### config.mk
export PLATFORM = sky130hd
export DESIGN_NAME = ext_irq_enable_flag_wake
export DESIGN_NICKNAME = d
export VERILOG_FILES = /design/src/hdl/ext_irq_pkg.sv /design/src/hdl/ext_irq_sync.sv /design/src/hdl/ext_irq_sense.sv /design/src/hdl/ext_irq_enable_flag_wake.sv
export SDC_FILE = /design/constraint.sdc
export NUM_CORES = 1
export LEC_CHECK = 0
export BUFFER_PORTS_ARGS = -buffer_cell sky130_fd_sc_hd__buf_4
export CORE_MARGIN = 2
export CORE_UTILIZATION = 41
export CTS_CLUSTER_SIZE = 10
export DETAILED_ROUTE_END_ITERATION = 6
export MAX_ROUTING_LAYER = met4
export SYNTH_ARGS = -nofsm -noshare
export SYNTH_HDL_FRONTEND = slang
export SYNTH_HIERARCHICAL = 1
export SYNTH_SLANG_ARGS = --single-unit
### constraint.sdc
create_clock -name i_clk_sys -period 1.6 [get_ports i_clk_sys]
set_input_delay 0.16 -clock i_clk_sys [delete_from_list [all_inputs] [get_ports i_clk_sys]]
set_output_delay 0.16 -clock i_clk_sys [all_outputs]
set_load 0.05 [all_outputs]
### src/hdl/ext_irq_pkg.sv
// Package: register map, field layout and sense codes of the interrupt block
package ext_irq_pkg;
  localparam int unsigned NUM_LINES = 16;
  localparam int unsigned ADDR_W = 8;
  localparam logic [ADDR_W-1:0] IRQ_ENABLE_CLEAR_OFS = 8'h08;
  localparam logic [ADDR_W-1:0] IRQ_ENABLE_SET_OFS = 8'h0C;
  localparam logic [ADDR_W-1:0] IRQ_FLAG_OFS = 8'h10;
  localparam logic [ADDR_W-1:0] WAKE_ENABLE_OFS = 8'h14;
  localparam logic [ADDR_W-1:0] SENSE_LO_OFS = 8'h18;
  localparam logic [ADDR_W-1:0] SENSE_HI_OFS = 8'h1C;
  localparam logic [ADDR_W-1:0] IRQ_MASK_OFS = 8'h20;
  localparam int unsigned LINE_LSB = 0;
  localparam int unsigned SENSE_W = 3;
  localparam int unsigned SENSE_STRIDE = 4;
  localparam logic [15:0] ENABLE_RESET = 16'h0000;
  localparam logic [15:0] FLAG_RESET = 16'h0000;
  localparam logic [15:0] WAKE_RESET = 16'h0000;
  localparam logic [15:0] MASK_RESET = 16'hFFFF;
  localparam logic [31:0] SENSE_RESET = 32'h0000_0000;
  localparam int unsigned SYNC_STAGES = 2;

  typedef enum logic [2:0] {
    SENSE_NONE = 3'h0,
    SENSE_RISE = 3'h1,
    SENSE_FALL = 3'h2,
    SENSE_BOTH = 3'h3,
    SENSE_HIGH = 3'h4,
    SENSE_LOW = 3'h5
  } sense_t;

  typedef struct packed {
    logic psel;
    logic penable;
    logic pwrite;
    logic [ADDR_W-1:0] paddr;
    logic [31:0] pwdata;
  } apb_req_t;

  typedef struct packed {
    logic pready;
    logic pslverr;
    logic [31:0] prdata;
  } apb_rsp_t;
endpackage : ext_irq_pkg

### src/hdl/ext_irq_sync.sv
// Two-stage synchroniser for the external interrupt pins
`timescale 1ns/10ps
module ext_irq_sync import ext_irq_pkg::*; (
  input wire logic i_clk_sys,
  input wire logic i_srst,
  input wire logic [NUM_LINES-1:0] i_async,
  output logic [NUM_LINES-1:0] o_sync
);
  logic [NUM_LINES-1:0] meta_reg;
  logic [NUM_LINES-1:0] sync_reg;

  // First stage feeds only the second stage
  always_ff @(posedge i_clk_sys) begin
    if (i_srst) begin
      meta_reg <= '0;
      sync_reg <= '0;
    end else begin
      meta_reg <= i_async;
      sync_reg <= meta_reg;
    end
  end

  assign o_sync = sync_reg;
endmodule : ext_irq_sync

### src/hdl/ext_irq_sense.sv
// Per-line sense match: edge and level detection from a sense code
`timescale 1ns/10ps
module ext_irq_sense import ext_irq_pkg::*; (
  input wire logic i_clk_sys,
  input wire logic i_srst,
  input wire logic [NUM_LINES-1:0] i_pin,
  input wire logic [NUM_LINES*SENSE_STRIDE-1:0] i_cfg,
  output logic [NUM_LINES-1:0] o_match
);
  logic [NUM_LINES-1:0] prev_reg;
  logic [NUM_LINES-1:0] prev_next;

  function automatic logic sense_hit(input logic [2:0] code,
                                     input logic now, input logic was);
    unique case (code)
      SENSE_RISE: sense_hit = now & ~was;
      SENSE_FALL: sense_hit = ~now & was;
      SENSE_BOTH: sense_hit = now ^ was;
      SENSE_HIGH: sense_hit = now;
      SENSE_LOW: sense_hit = ~now;
      // None and the reserved codes never match
      default: sense_hit = 1'b0;
    endcase
  endfunction : sense_hit

  always_comb begin
    prev_next = i_pin;
  end

  always_ff @(posedge i_clk_sys) begin
    if (i_srst) begin
      prev_reg <= '0;
    end else begin
      prev_reg <= prev_next;
    end
  end

  for (genvar g = 0; g < NUM_LINES; g++) begin : g_line
    assign o_match[g] = sense_hit(i_cfg[g*SENSE_STRIDE +: SENSE_W],
                                  i_pin[g], prev_reg[g]);
  end
endmodule : ext_irq_sense

### src/hdl/ext_irq_enable_flag_wake.sv
// Top: enable, flag and wake-up control of sixteen external interrupt lines
//
// Functional notes
// - Sixteen lines, bits 15..0 in each register, bits 31..16 read zero; the sense registers at 0x18 and 0x1C read all 32 bits.
// - Writing one to enable-set at 0x0C enables that line only.
// - Writing zero to enable-set leaves the enable unchanged.
// - Enable-set reads back one per enabled line.
// - A pin sense match sets the line's flag at 0x10.
// - Interrupt request while any line has flag and enable both set; the code also requires that line's mask bit.
// - Writing one to a flag bit clears it; only software clear.
// - Writing zero to a flag bit leaves it unchanged.
// - A match on a wake-enabled line wakes the device; otherwise not.
// - Sense codes: none, rise, fall, both, high, low; 6-7 reserved.
// - Writing one to enable-clear at 0x08 disables; reads enable state.
//
// Local design decision: the APB register port.
`timescale 1ns/10ps
module ext_irq_enable_flag_wake import ext_irq_pkg::*; (
  input wire logic i_clk_sys,
  input wire logic i_srst,
  input wire logic i_psel,
  input wire logic i_penable,
  input wire logic i_pwrite,
  input wire logic [ADDR_W-1:0] i_paddr,
  input wire logic [31:0] i_pwdata,
  output logic [31:0] o_prdata,
  output logic o_pready,
  output logic o_pslverr,
  input wire logic [NUM_LINES-1:0] i_ext_irq_line,
  output logic o_irq,
  output logic o_wake
);

  ////////////////////////////////////////////////////////////////////////////
  // Pin path

  logic [NUM_LINES-1:0] pin_sync;
  logic [NUM_LINES-1:0] match;
  logic [31:0] sense_lo_reg;
  logic [31:0] sense_hi_reg;

  ext_irq_sync u_sync (
    .i_clk_sys(i_clk_sys),
    .i_srst(i_srst),
    .i_async(i_ext_irq_line),
    .o_sync(pin_sync)
  );

  ext_irq_sense u_sense (
    .i_clk_sys(i_clk_sys),
    .i_srst(i_srst),
    .i_pin(pin_sync),
    .i_cfg({sense_hi_reg, sense_lo_reg}),
    .o_match(match)
  );

  ////////////////////////////////////////////////////////////////////////////
  // APB slave and register file

  apb_req_t req;
  logic [NUM_LINES-1:0] enable_reg, enable_next;
  logic [NUM_LINES-1:0] flag_reg, flag_next;
  logic [NUM_LINES-1:0] wake_en_reg, wake_en_next;
  logic [NUM_LINES-1:0] mask_reg, mask_next;
  logic [31:0] sense_lo_next, sense_hi_next;
  logic [31:0] prdata_reg, prdata_next;
  logic pready_reg, pready_next;
  logic pslverr_reg, pslverr_next;
  logic irq_reg, irq_next;
  logic wake_reg, wake_next;
  logic setup, wr_acc;
  logic [NUM_LINES-1:0] wr_line;

  function automatic logic addr_known(input logic [ADDR_W-1:0] a);
    addr_known = (a == IRQ_ENABLE_CLEAR_OFS) || (a == IRQ_ENABLE_SET_OFS) ||
                 (a == IRQ_FLAG_OFS) || (a == WAKE_ENABLE_OFS) ||
                 (a == SENSE_LO_OFS) || (a == SENSE_HI_OFS) ||
                 (a == IRQ_MASK_OFS);
  endfunction : addr_known

  function automatic logic is_wr(input apb_req_t r,
                                 input logic [ADDR_W-1:0] ofs);
    is_wr = r.psel & r.penable & r.pwrite & (r.paddr == ofs);
  endfunction : is_wr

  assign req = '{psel: i_psel, penable: i_penable, pwrite: i_pwrite,
                 paddr: i_paddr, pwdata: i_pwdata};
  // Setup phase registers the answer, so ready stands in the first access cycle with no wait state
  assign setup = i_psel & ~i_penable;
  assign wr_acc = i_psel & i_penable & i_pwrite & pready_reg;
  assign wr_line = i_pwdata[LINE_LSB +: NUM_LINES];

  always_comb begin
    enable_next = enable_reg;
    flag_next = flag_reg;
    wake_en_next = wake_en_reg;
    mask_next = mask_reg;
    sense_lo_next = sense_lo_reg;
    sense_hi_next = sense_hi_reg;
    if (wr_acc && is_wr(req, IRQ_ENABLE_SET_OFS)) begin
      enable_next = enable_reg | wr_line;
    end
    if (wr_acc && is_wr(req, IRQ_ENABLE_CLEAR_OFS)) begin
      enable_next = enable_reg & ~wr_line;
    end
    if (wr_acc && is_wr(req, IRQ_FLAG_OFS)) begin
      flag_next = flag_reg & ~wr_line;
    end
    // Set after clear so a coincident detection survives
    flag_next = flag_next | match;
    if (wr_acc && is_wr(req, WAKE_ENABLE_OFS)) begin
      wake_en_next = wr_line;
    end
    if (wr_acc && is_wr(req, IRQ_MASK_OFS)) begin
      mask_next = wr_line;
    end
    if (wr_acc && is_wr(req, SENSE_LO_OFS)) begin
      sense_lo_next = i_pwdata;
    end
    if (wr_acc && is_wr(req, SENSE_HI_OFS)) begin
      sense_hi_next = i_pwdata;
    end
  end

  always_comb begin
    prdata_next = prdata_reg;
    pready_next = 1'b0;
    pslverr_next = 1'b0;
    if (setup) begin
      pready_next = 1'b1;
      pslverr_next = ~addr_known(i_paddr);
      prdata_next = 32'h0000_0000;
      unique case (i_paddr)
        IRQ_ENABLE_CLEAR_OFS, IRQ_ENABLE_SET_OFS: begin
          prdata_next[LINE_LSB +: NUM_LINES] = enable_reg;
        end
        IRQ_FLAG_OFS: prdata_next[LINE_LSB +: NUM_LINES] = flag_reg;
        WAKE_ENABLE_OFS: prdata_next[LINE_LSB +: NUM_LINES] = wake_en_reg;
        IRQ_MASK_OFS: prdata_next[LINE_LSB +: NUM_LINES] = mask_reg;
        SENSE_LO_OFS: prdata_next = sense_lo_reg;
        SENSE_HI_OFS: prdata_next = sense_hi_reg;
        default: prdata_next = 32'h0000_0000;
      endcase
    end
  end

  ////////////////////////////////////////////////////////////////////////////
  // Interrupt and wake outputs

  always_comb begin
    // Mask gates the request; it resets open so enable alone decides
    irq_next = |(flag_reg & enable_reg & mask_reg);
    wake_next = |(match & wake_en_reg);
  end

  always_ff @(posedge i_clk_sys) begin
    if (i_srst) begin
      enable_reg <= ENABLE_RESET;
      flag_reg <= FLAG_RESET;
      wake_en_reg <= WAKE_RESET;
      mask_reg <= MASK_RESET;
      sense_lo_reg <= SENSE_RESET;
      sense_hi_reg <= SENSE_RESET;
      prdata_reg <= 32'h0000_0000;
      pready_reg <= 1'b0;
      pslverr_reg <= 1'b0;
      irq_reg <= 1'b0;
      wake_reg <= 1'b0;
    end else begin
      enable_reg <= enable_next;
      flag_reg <= flag_next;
      wake_en_reg <= wake_en_next;
      mask_reg <= mask_next;
      sense_lo_reg <= sense_lo_next;
      sense_hi_reg <= sense_hi_next;
      prdata_reg <= prdata_next;
      pready_reg <= pready_next;
      pslverr_reg <= pslverr_next;
      irq_reg <= irq_next;
      wake_reg <= wake_next;
    end
  end

  assign o_prdata = prdata_reg;
  assign o_pready = pready_reg;
  assign o_pslverr = pslverr_reg;
  assign o_irq = irq_reg;
  assign o_wake = wake_reg;
endmodule : ext_irq_enable_flag_wake

* After elaboration in Yosys (flattened, before gate mapping)
Index checks and enable logic that the tools add are counted.
** Word-level totals
- Register bits :: 212
- Bits in latches :: 0
- Memory bits (writable) :: 0
- Memory bits (read-only) :: 0
- Input port bits :: 61
- Output and inout port bits :: 36
- Memories kept :: 0
** Operators by class
- Add/sub/neg operators :: 0
- Multipliers :: 0
- Divide/modulo/power cells :: 0
- Magnitude comparators :: 0
- Eq/ne operators :: 87
- Shifts and indexed selects :: 0
- Multiplexer cells :: 22
- Bitwise logic cells :: 102
- Reduce and logical (&&, ||, !) cells :: 18
** Operator list (count)
- $eq 3x2->1 const B :: 32
- $eq 3x3->1 const B :: 32
- $pmux 16 s6 :: 1
- $and 16x16->16 :: 5
- $pmux 1 s5 :: 16
- $eq 3x1->1 const B :: 16
- $mux 16 :: 3
- $and 1x1->1 :: 43
- $not 1->1 :: 35
- $eq 8x5->1 const B :: 4
- $or 16x16->16 :: 2
- $pmux 16 s2 :: 1
- $reduce_or 16->1 :: 2
- $eq 8x4->1 const B :: 2
- $not 16->16 :: 1
- $xor 1x1->1 :: 16
- $eq 8x6->1 const B :: 1
- $logic_and 1x1->1 :: 7
- $logic_or 1x1->1 :: 6
- $reduce_or 2->1 :: 2
- $reduce_bool 2->1 :: 1
- $mux 1 :: 1

* Depth between registers and ports, before layout
Gate-level depths: netlist of run 1.
- Depth after elaboration :: 8
- Depth in mapped cells :: 9

* Cells and area by module
The synthesis of run 1 kept the hierarchy.
** By module, submodules not included
- ext_irq_enable_flag_wake :: instances 1, cells each 822, area each 6940.4 um^2, seq. area each 3283.1 um^2
- ext_irq_sense :: instances 1, cells each 240, area each 1775.5 um^2, seq. area each 320.3 um^2
- ext_irq_sync :: instances 1, cells each 67, area each 863.3 um^2, seq. area each 640.6 um^2

* Least setup slack after synthesis of run 1
OpenSTA, ideal clock, no wires.
- Path type :: register to register
- Start point :: register pready_reg, in the netlist o_pready
- End point :: register (tool-made name)
- Setup time :: 0.128 ns
- Arrival time :: 1.787 ns
- Setup slack :: -0.314 ns
- Cell stages (with the launch flop) :: 7
- Buffers on the path :: 2
- Period minus slack after synthesis :: 1.914 ns
- Cells stage by stage :: dfxtp_1 > and4_1 > clkbuf_1 > buf_1 > nand4_1 > mux2i_1 > nor2_1
** RTL lines
- start, declared :: RTL line ext_irq_enable_flag_wake.sv:67 : logic pready_reg, pready_next;
- start signal, assigned :: RTL line ext_irq_enable_flag_wake.sv:177 : pready_reg <= pready_next;

* Final worst setup path of run 1
- Start point :: register u_sync.sync_reg[7], in the netlist u_sync/o_sync[7]
- End point :: register wake_reg, in the netlist o_wake
** Between the ends
- Longest elaborated chain between the ends :: 5
- Elaborated cells between the ends (all ways) :: 7
- Those cells by class :: mux (1); bitwise (5); reduce/logical (1)
** RTL lines
- start, declared :: RTL line ext_irq_sync.sv:10 : logic [NUM_LINES-1:0] sync_reg;
- start signal, assigned :: RTL line ext_irq_sync.sv:19 : sync_reg <= meta_reg;
- $not 1->1 :: RTL line ext_irq_sense.sv:17, ext_irq_sense.sv:20
- $and 1x1->1 :: RTL line ext_irq_sense.sv:17 : SENSE_FALL: sense_hit = ~now & was;
- $pmux 1 s5 * :: RTL line ext_irq_sense.sv:15 : unique case (code)
- net match[7] :: RTL line ext_irq_enable_flag_wake.sv:38 : logic [NUM_LINES-1:0] match;
- $and 16x16->16 * :: RTL line ext_irq_enable_flag_wake.sv:153 : wake_next = |(match & wake_en_reg);
- $reduce_or 16->1 * :: RTL line ext_irq_enable_flag_wake.sv:153
- end signal, assigned :: RTL line ext_irq_enable_flag_wake.sv:180 : wake_reg <= wake_next;
- end, declared :: RTL line ext_irq_enable_flag_wake.sv:70 : logic wake_reg, wake_next;
Mark *: on every way through the listed nets, which the timed path passes. The rest lies on a longest branch.
A chain may end at the register's enable or synchronous reset.

==> reports/qor.csv, run 1 <==
metric,value,unit
outcome,"finished, violations left",
violations,setup timing,
yosysTopAreaCell,dfxtp_1,
die_h,157,um
die_w,157,um
dr.pass1.iters,5,
io_buffers,96,
htreeDepth,1,
cts_tree,yes,
clk_pin_slew,0.05,ns
diodes,0,
worstMarginPinSlew,0.501,ns
avgRoutedWirePerCell,17.7,um
hpwl,20100,um
critPathRequiredTime,1.98,ns
min_to,u_sense/prev_reg[11]$_SDFF_PP0_,
ys_warn_count,6,
min_period,1.75,ns
crit_path_end_kind,flip-flop,
grt_pass1_vias,8285,
cp-start-kind,flip-flop,
synthTopCellsByCount,"dfxtp_1, nand2_1, a21oi_1",
die_area,24600,um2
grt_pass1_wl,45900,um
synth_top_area_share,44.3,%
cts.sinks,212,
finalHoldViolations,0,
setup_violations,2,
gp_congestion,0.844,
rsz0062_at_grt,true,
hp-start,i_srst,
async_reset_ff_share,0,%
hold_ws,0.0682,ns
clk_latency,0.51,ns
wl,29500,um
yosysMostFrequentCell,dfxtp_1,
synth.area.top_cells,"dfxtp_1, nand2_1, a21oi_1",
coreArea,22800,um2
fillCellCount,2060,
synth-main-ff-cell,dfxtp_1,
synth-edff-count,0,
numCtsBuffers,25,
syn_area_per_cell,8.48,um2
io_pins,97,
irDropWorstVdd,0.645,mV
grt_antenna_before_repair,0,
slew_headroom,66.6,%
hp-class,in2reg,
syn_nets,1222,
timing.fmax,0.573,GHz
r2r_cells,9,
synth_area,9580,um2
rows,55,
syn_to_final_growth,35.4,%
avgViaCountPerCell,5.38,
start_util,42.1,%
dr_total_vias,8982,
total_power,11.4,mW
arrival,2.12,ns
drive_above_1_share,24.1,%
grt-ovfl-total,0,
r2r_end,o_wake$_SDFF_PP0_,
fin_skew,0.00596,ns
cts_root_buffer,clkbuf_16,
p_leak,5.17,nW
initialDrtViolationCount,763,
holdPathStages,2,
drc,0,
cp_max_fo,3,
maxSlewViolCount,0,
worstSetupPathType,reg2reg,
r2r_start,u_sync/o_sync[7]$_SDFF_PP0_,
setup_slack,-0.146,ns
ys_seq_elements,212,
postSynthCellCount,1129,
ant_nets,0,
p_per_area,880,nW/um2
r2r_slack,-0.15,ns
fin_nets,1445,
grt_max_degree,57,
final_util,57.0,%
grtUsageTotal,24.2,%
ys_types,46,
synth-seq-area-share,44.3,%
cap_violations,0,
clk_path_buf_depth,3,
timing.final.crit_share,109,%
[power by group]
group	total (mW)	leakage, nW	switching [mW]	internal, mW
logic	1.12	3.12	0.618	0.503
clock network	4.86	0.322	2.03	2.83
registers	5.43	1.73	0.0489	5.38
[layout by cell type, fill, tap and decap left out, types with 15 or more instances in the layout]
cell           netlist  final
nor2_1              87     87
inv_1               48     41
dlygate4sd3_1        0     48
a22oi_2              0     15
nor3_1              16     16
a211oi_1            15     15
buf_4               10    198
nand2b_1            29     22
nand2_1            200    200
ha_1                32     24
clkbuf_16            0     26
a21oi_1             96     92
dfxtp_1            212    192
nor2b_1             67     66
nand3b_1            18     18
dfxtp_2              0     20
buf_12               0     18
mux2i_1             20     20
a221oi_1            28     25
a31oi_1             23     23
nand4_1             35     35
[repair_timing]
item                                    CTS  global route
hold buffers                             48             0
gates cloned                              0             1
gates resized for setup                  21            54
endpoints found under the hold margin   112             0
setup buffers                            11            12
endpoints found under the setup margin    7            22
pin swaps                                17            36
[worst max-delay path by stage]
stage	startpoint	endpoint
2_1_floorplan	u_sync/o_sync[7]$_SDFF_PP0_	o_wake$_SDFF_PP0_
3_3_place_gp	u_sync/o_sync[8]$_SDFF_PP0_	o_wake$_SDFF_PP0_
3_5_place_dp	u_sync/o_sync[8]$_SDFF_PP0_	o_wake$_SDFF_PP0_
4_1_cts	u_sync/o_sync[7]$_SDFF_PP0_	o_wake$_SDFF_PP0_
5_1_grt	u_sync/o_sync[7]$_SDFF_PP0_	o_wake$_SDFF_PP0_
6_report	u_sync/o_sync[7]$_SDFF_PP0_	o_wake$_SDFF_PP0_
[final cells by class]
class                   count  area, um2  area share (%)
multi-input cells         792       5030            38.8
inverters                  49        184            1.42
well taps                 313        392            3.02
flip-flops and latches    212       4270            32.9
repair buffers            272       2430            18.7
clock buffers              32        662            5.10
[critical path, stage by stage, from the launching register on]
cell      delay (ns)
dfxtp_2         0.35
inv_2           0.06
ha_4            0.25
nand2b_4        0.10
a21o_1          0.12
a22oi_2         0.09
a22o_1          0.25
a221oi_2        0.16
and3_1          0.18
a31oi_1         0.06
[kinds of logic after synthesis]
family,Yosys count,synth area share [%]
simple gates,482,24.6
compound gates,253,17.7
flops,212,44.3
buf+inv,125,5.92
fa+ha+maj,32,4.18
mux,25,3.27
[through the flow]
step                instance area (um2)  setup TNS, ns  setup WS, ns  instances
floorplan                          9600        -0.0207       -0.0207       1129
global placement                  11400          -1.22        -0.225       1576
detailed placement                11400          -1.90        -0.226       1576
CTS                               12700         -0.235        -0.151       1667
global route                      13000         -0.441        -0.238       1670
finish                            13000         -0.219        -0.146       1670
[per-layer routing]
layer,up-vias,track usage [%],wire length (um)
met2,328,37.3,13400
met5,-,-,0
li1,4374,-,-
met3,58,2.80,2050
met1,4222,33.9,13400
met4,0,6.07,618
No activity file was read; power rests on OpenSTA's default activity.
==> run 2: changes to the inputs <==
--- a/config.mk
+++ b/config.mk
@@ -5,8 +5,9 @@
 export SDC_FILE = /design/constraint.sdc
 export NUM_CORES = 1
 export LEC_CHECK = 0
+export ABC_AREA = 0
 export BUFFER_PORTS_ARGS = -buffer_cell sky130_fd_sc_hd__buf_4
-export CORE_MARGIN = 2
+export CORE_MARGIN = 8
 export CORE_UTILIZATION = 41
 export CTS_CLUSTER_SIZE = 10
 export DETAILED_ROUTE_END_ITERATION = 6
==> run 2 against run 1 <==
Effect of this change: the run still ends with setup timing left; wire length up 1.4%; flip-flop and latch count is the same; clock skew rose by 0.0066 ns; final area grew 0.12%; maximum frequency shrank 1.4%; first-iteration DRC count decreased by 6.9%; worst setup slack worse by 0.025 ns; cell count up 0.24%; hold slack got worse by 0.0070 ns; sequential power is essentially flat; clock power increased by 2%.
==> reports/qor.csv, run 2 (same netlist as run 1, synthesis figures left out) <==
metric,value,unit
grtUsageTotal,21.1,%
grt_pass1_vias,8735,
gp_congestion,0.870,
p_per_area,884,nW/um2
timing.final.crit_share,111,%
min_period,1.77,ns
setup_violations,1,
avgRoutedWirePerCell,17.9,um
slew_headroom,64.4,%
placed_area,11500,um2
cts_root_buffer,clkbuf_16,
ant_nets,0,
placedCellCount,1588,
finalNonFillerCells,1674,
stdcell_area,13000,um2
grt_pass1_wl,47600,um
clk_pin_slew,0.06,ns
avgViaCountPerCell,5.37,
hp-class,in2reg,
drive_above_1_share,24.9,%
total_power,11.5,mW
initialDrtViolationCount,710,
dr_total_vias,8991,
dr.pass1.iters,6,
final_cell_mix,"buf_4, nand2_1, dfxtp_1, a21oi_1, nor2_1",
hold_ws,0.0611,ns
cp_max_fo,2,
timing.fmax,0.565,GHz
drc,0,
grt-ovfl-total,0,
critPathRequiredTime,2.03,ns
final_common_cell,buf_4,
io_buffers,96,
numCtsBuffers,25,
place_ws,-0.279,ns
cts_tree,yes,
die_w,169,um
finalHoldViolations,0,
fillCellCount,2096,
cap_violations,0,
irDropWorstVdd,0.665,mV
grt_antenna_before_repair,0,
grt_max_degree,64,
rows,56,
die_h,169,um
clk_path_buf_depth,3,
clk_latency,0.51,ns
io_pins,97,
cp-start-kind,flip-flop,
rsz0062_at_grt,true,
setup_slack,-0.171,ns
maxSlewViolCount,0,
diodes,0,
worstMarginPinSlew,0.534,ns
hpwl,20700,um
cts.sinks,212,
worstSetupPathType,reg2reg,
die_area,28500,um2
crit_path_end_kind,flip-flop,
start_util,41.3,%
p_leak,5.19,nW
coreArea,23200,um2
violations,setup timing,
htreeDepth,1,
wl,29900,um
fin_nets,1445,
arrival,2.20,ns
syn_to_final_growth,35.6,%
outcome,"finished, violations left",
fin_skew,0.0125,ns
-- run 2: final timing paths --
kind | startpoint | to | slack (ns) | cells after the start
worst max-delay path | u_sync/o_sync[10]$_SDFF_PP0_ | o_wake$_SDFF_PP0_ | -0.17 | 9
worst min-delay path | i_srst | u_sense/prev_reg[15]$_SDFF_PP0_ | 0.06 | 2
worst max register to register | u_sync/o_sync[10]$_SDFF_PP0_ | o_wake$_SDFF_PP0_ | -0.17 | 9
worst min register to register | u_sync/meta_reg[9]$_SDFF_PP0_ | u_sync/o_sync[9]$_SDFF_PP0_ | 0.43 | 1
-- run 2: worst max-delay path, cell delays in order (launching register included) --
cell	delay (ns)
dfxtp_2	0.32
inv_1	0.05
ha_1	0.28
nand2b_1	0.14
a21o_1	0.16
a22oi_1	0.18
buf_4	0.16
a22oi_1	0.06
and3_1	0.19
a31oi_1	0.16
-- run 2: timing repair --
action	CTS	global route
setup buffers	6	6
pin swaps	11	45
hold endpoints to repair	112	0
hold buffers	48	0
endpoints found under the setup margin	9	44
gates resized for setup	14	70
cloned	0	0
-- run 2: stage by stage --
step	utilization [%]	TNS (ns)
floorplan	-	-0.0207
global placement	49.4	-0.586
detailed placement	49.4	-0.928
CTS	54.9	-0.175
global route	56.0	-0.308
finish	56.0	-0.171
-- run 2: area by class of cell --
class                      count  area [um2]  area share [%]
tap                          319         399            3.07
inverter                      49         184            1.42
clock buffer                  30         674            5.19
multi-input combinational    792        5080            39.1
timing repair buffer         272        2380            18.3
sequential                   212        4270            32.9
-- run 2: layer usage --
metal / global-route usage (%) / up-vias / wire [um]
met5: - / - / 0
met4: 5.67 / 0 / 631
met3: 3.26 / 44 / 2130
met2: 33.3 / 330 / 13500
met1: 27.8 / 4245 / 13600
li1: - / 4372 / -
-- run 2: report_power, final --
group          total [mW]  switching, mW  internal, mW
Sequential           5.43         0.0486          5.38
Combinational        1.11          0.617         0.496
Clock                4.94           2.04          2.90
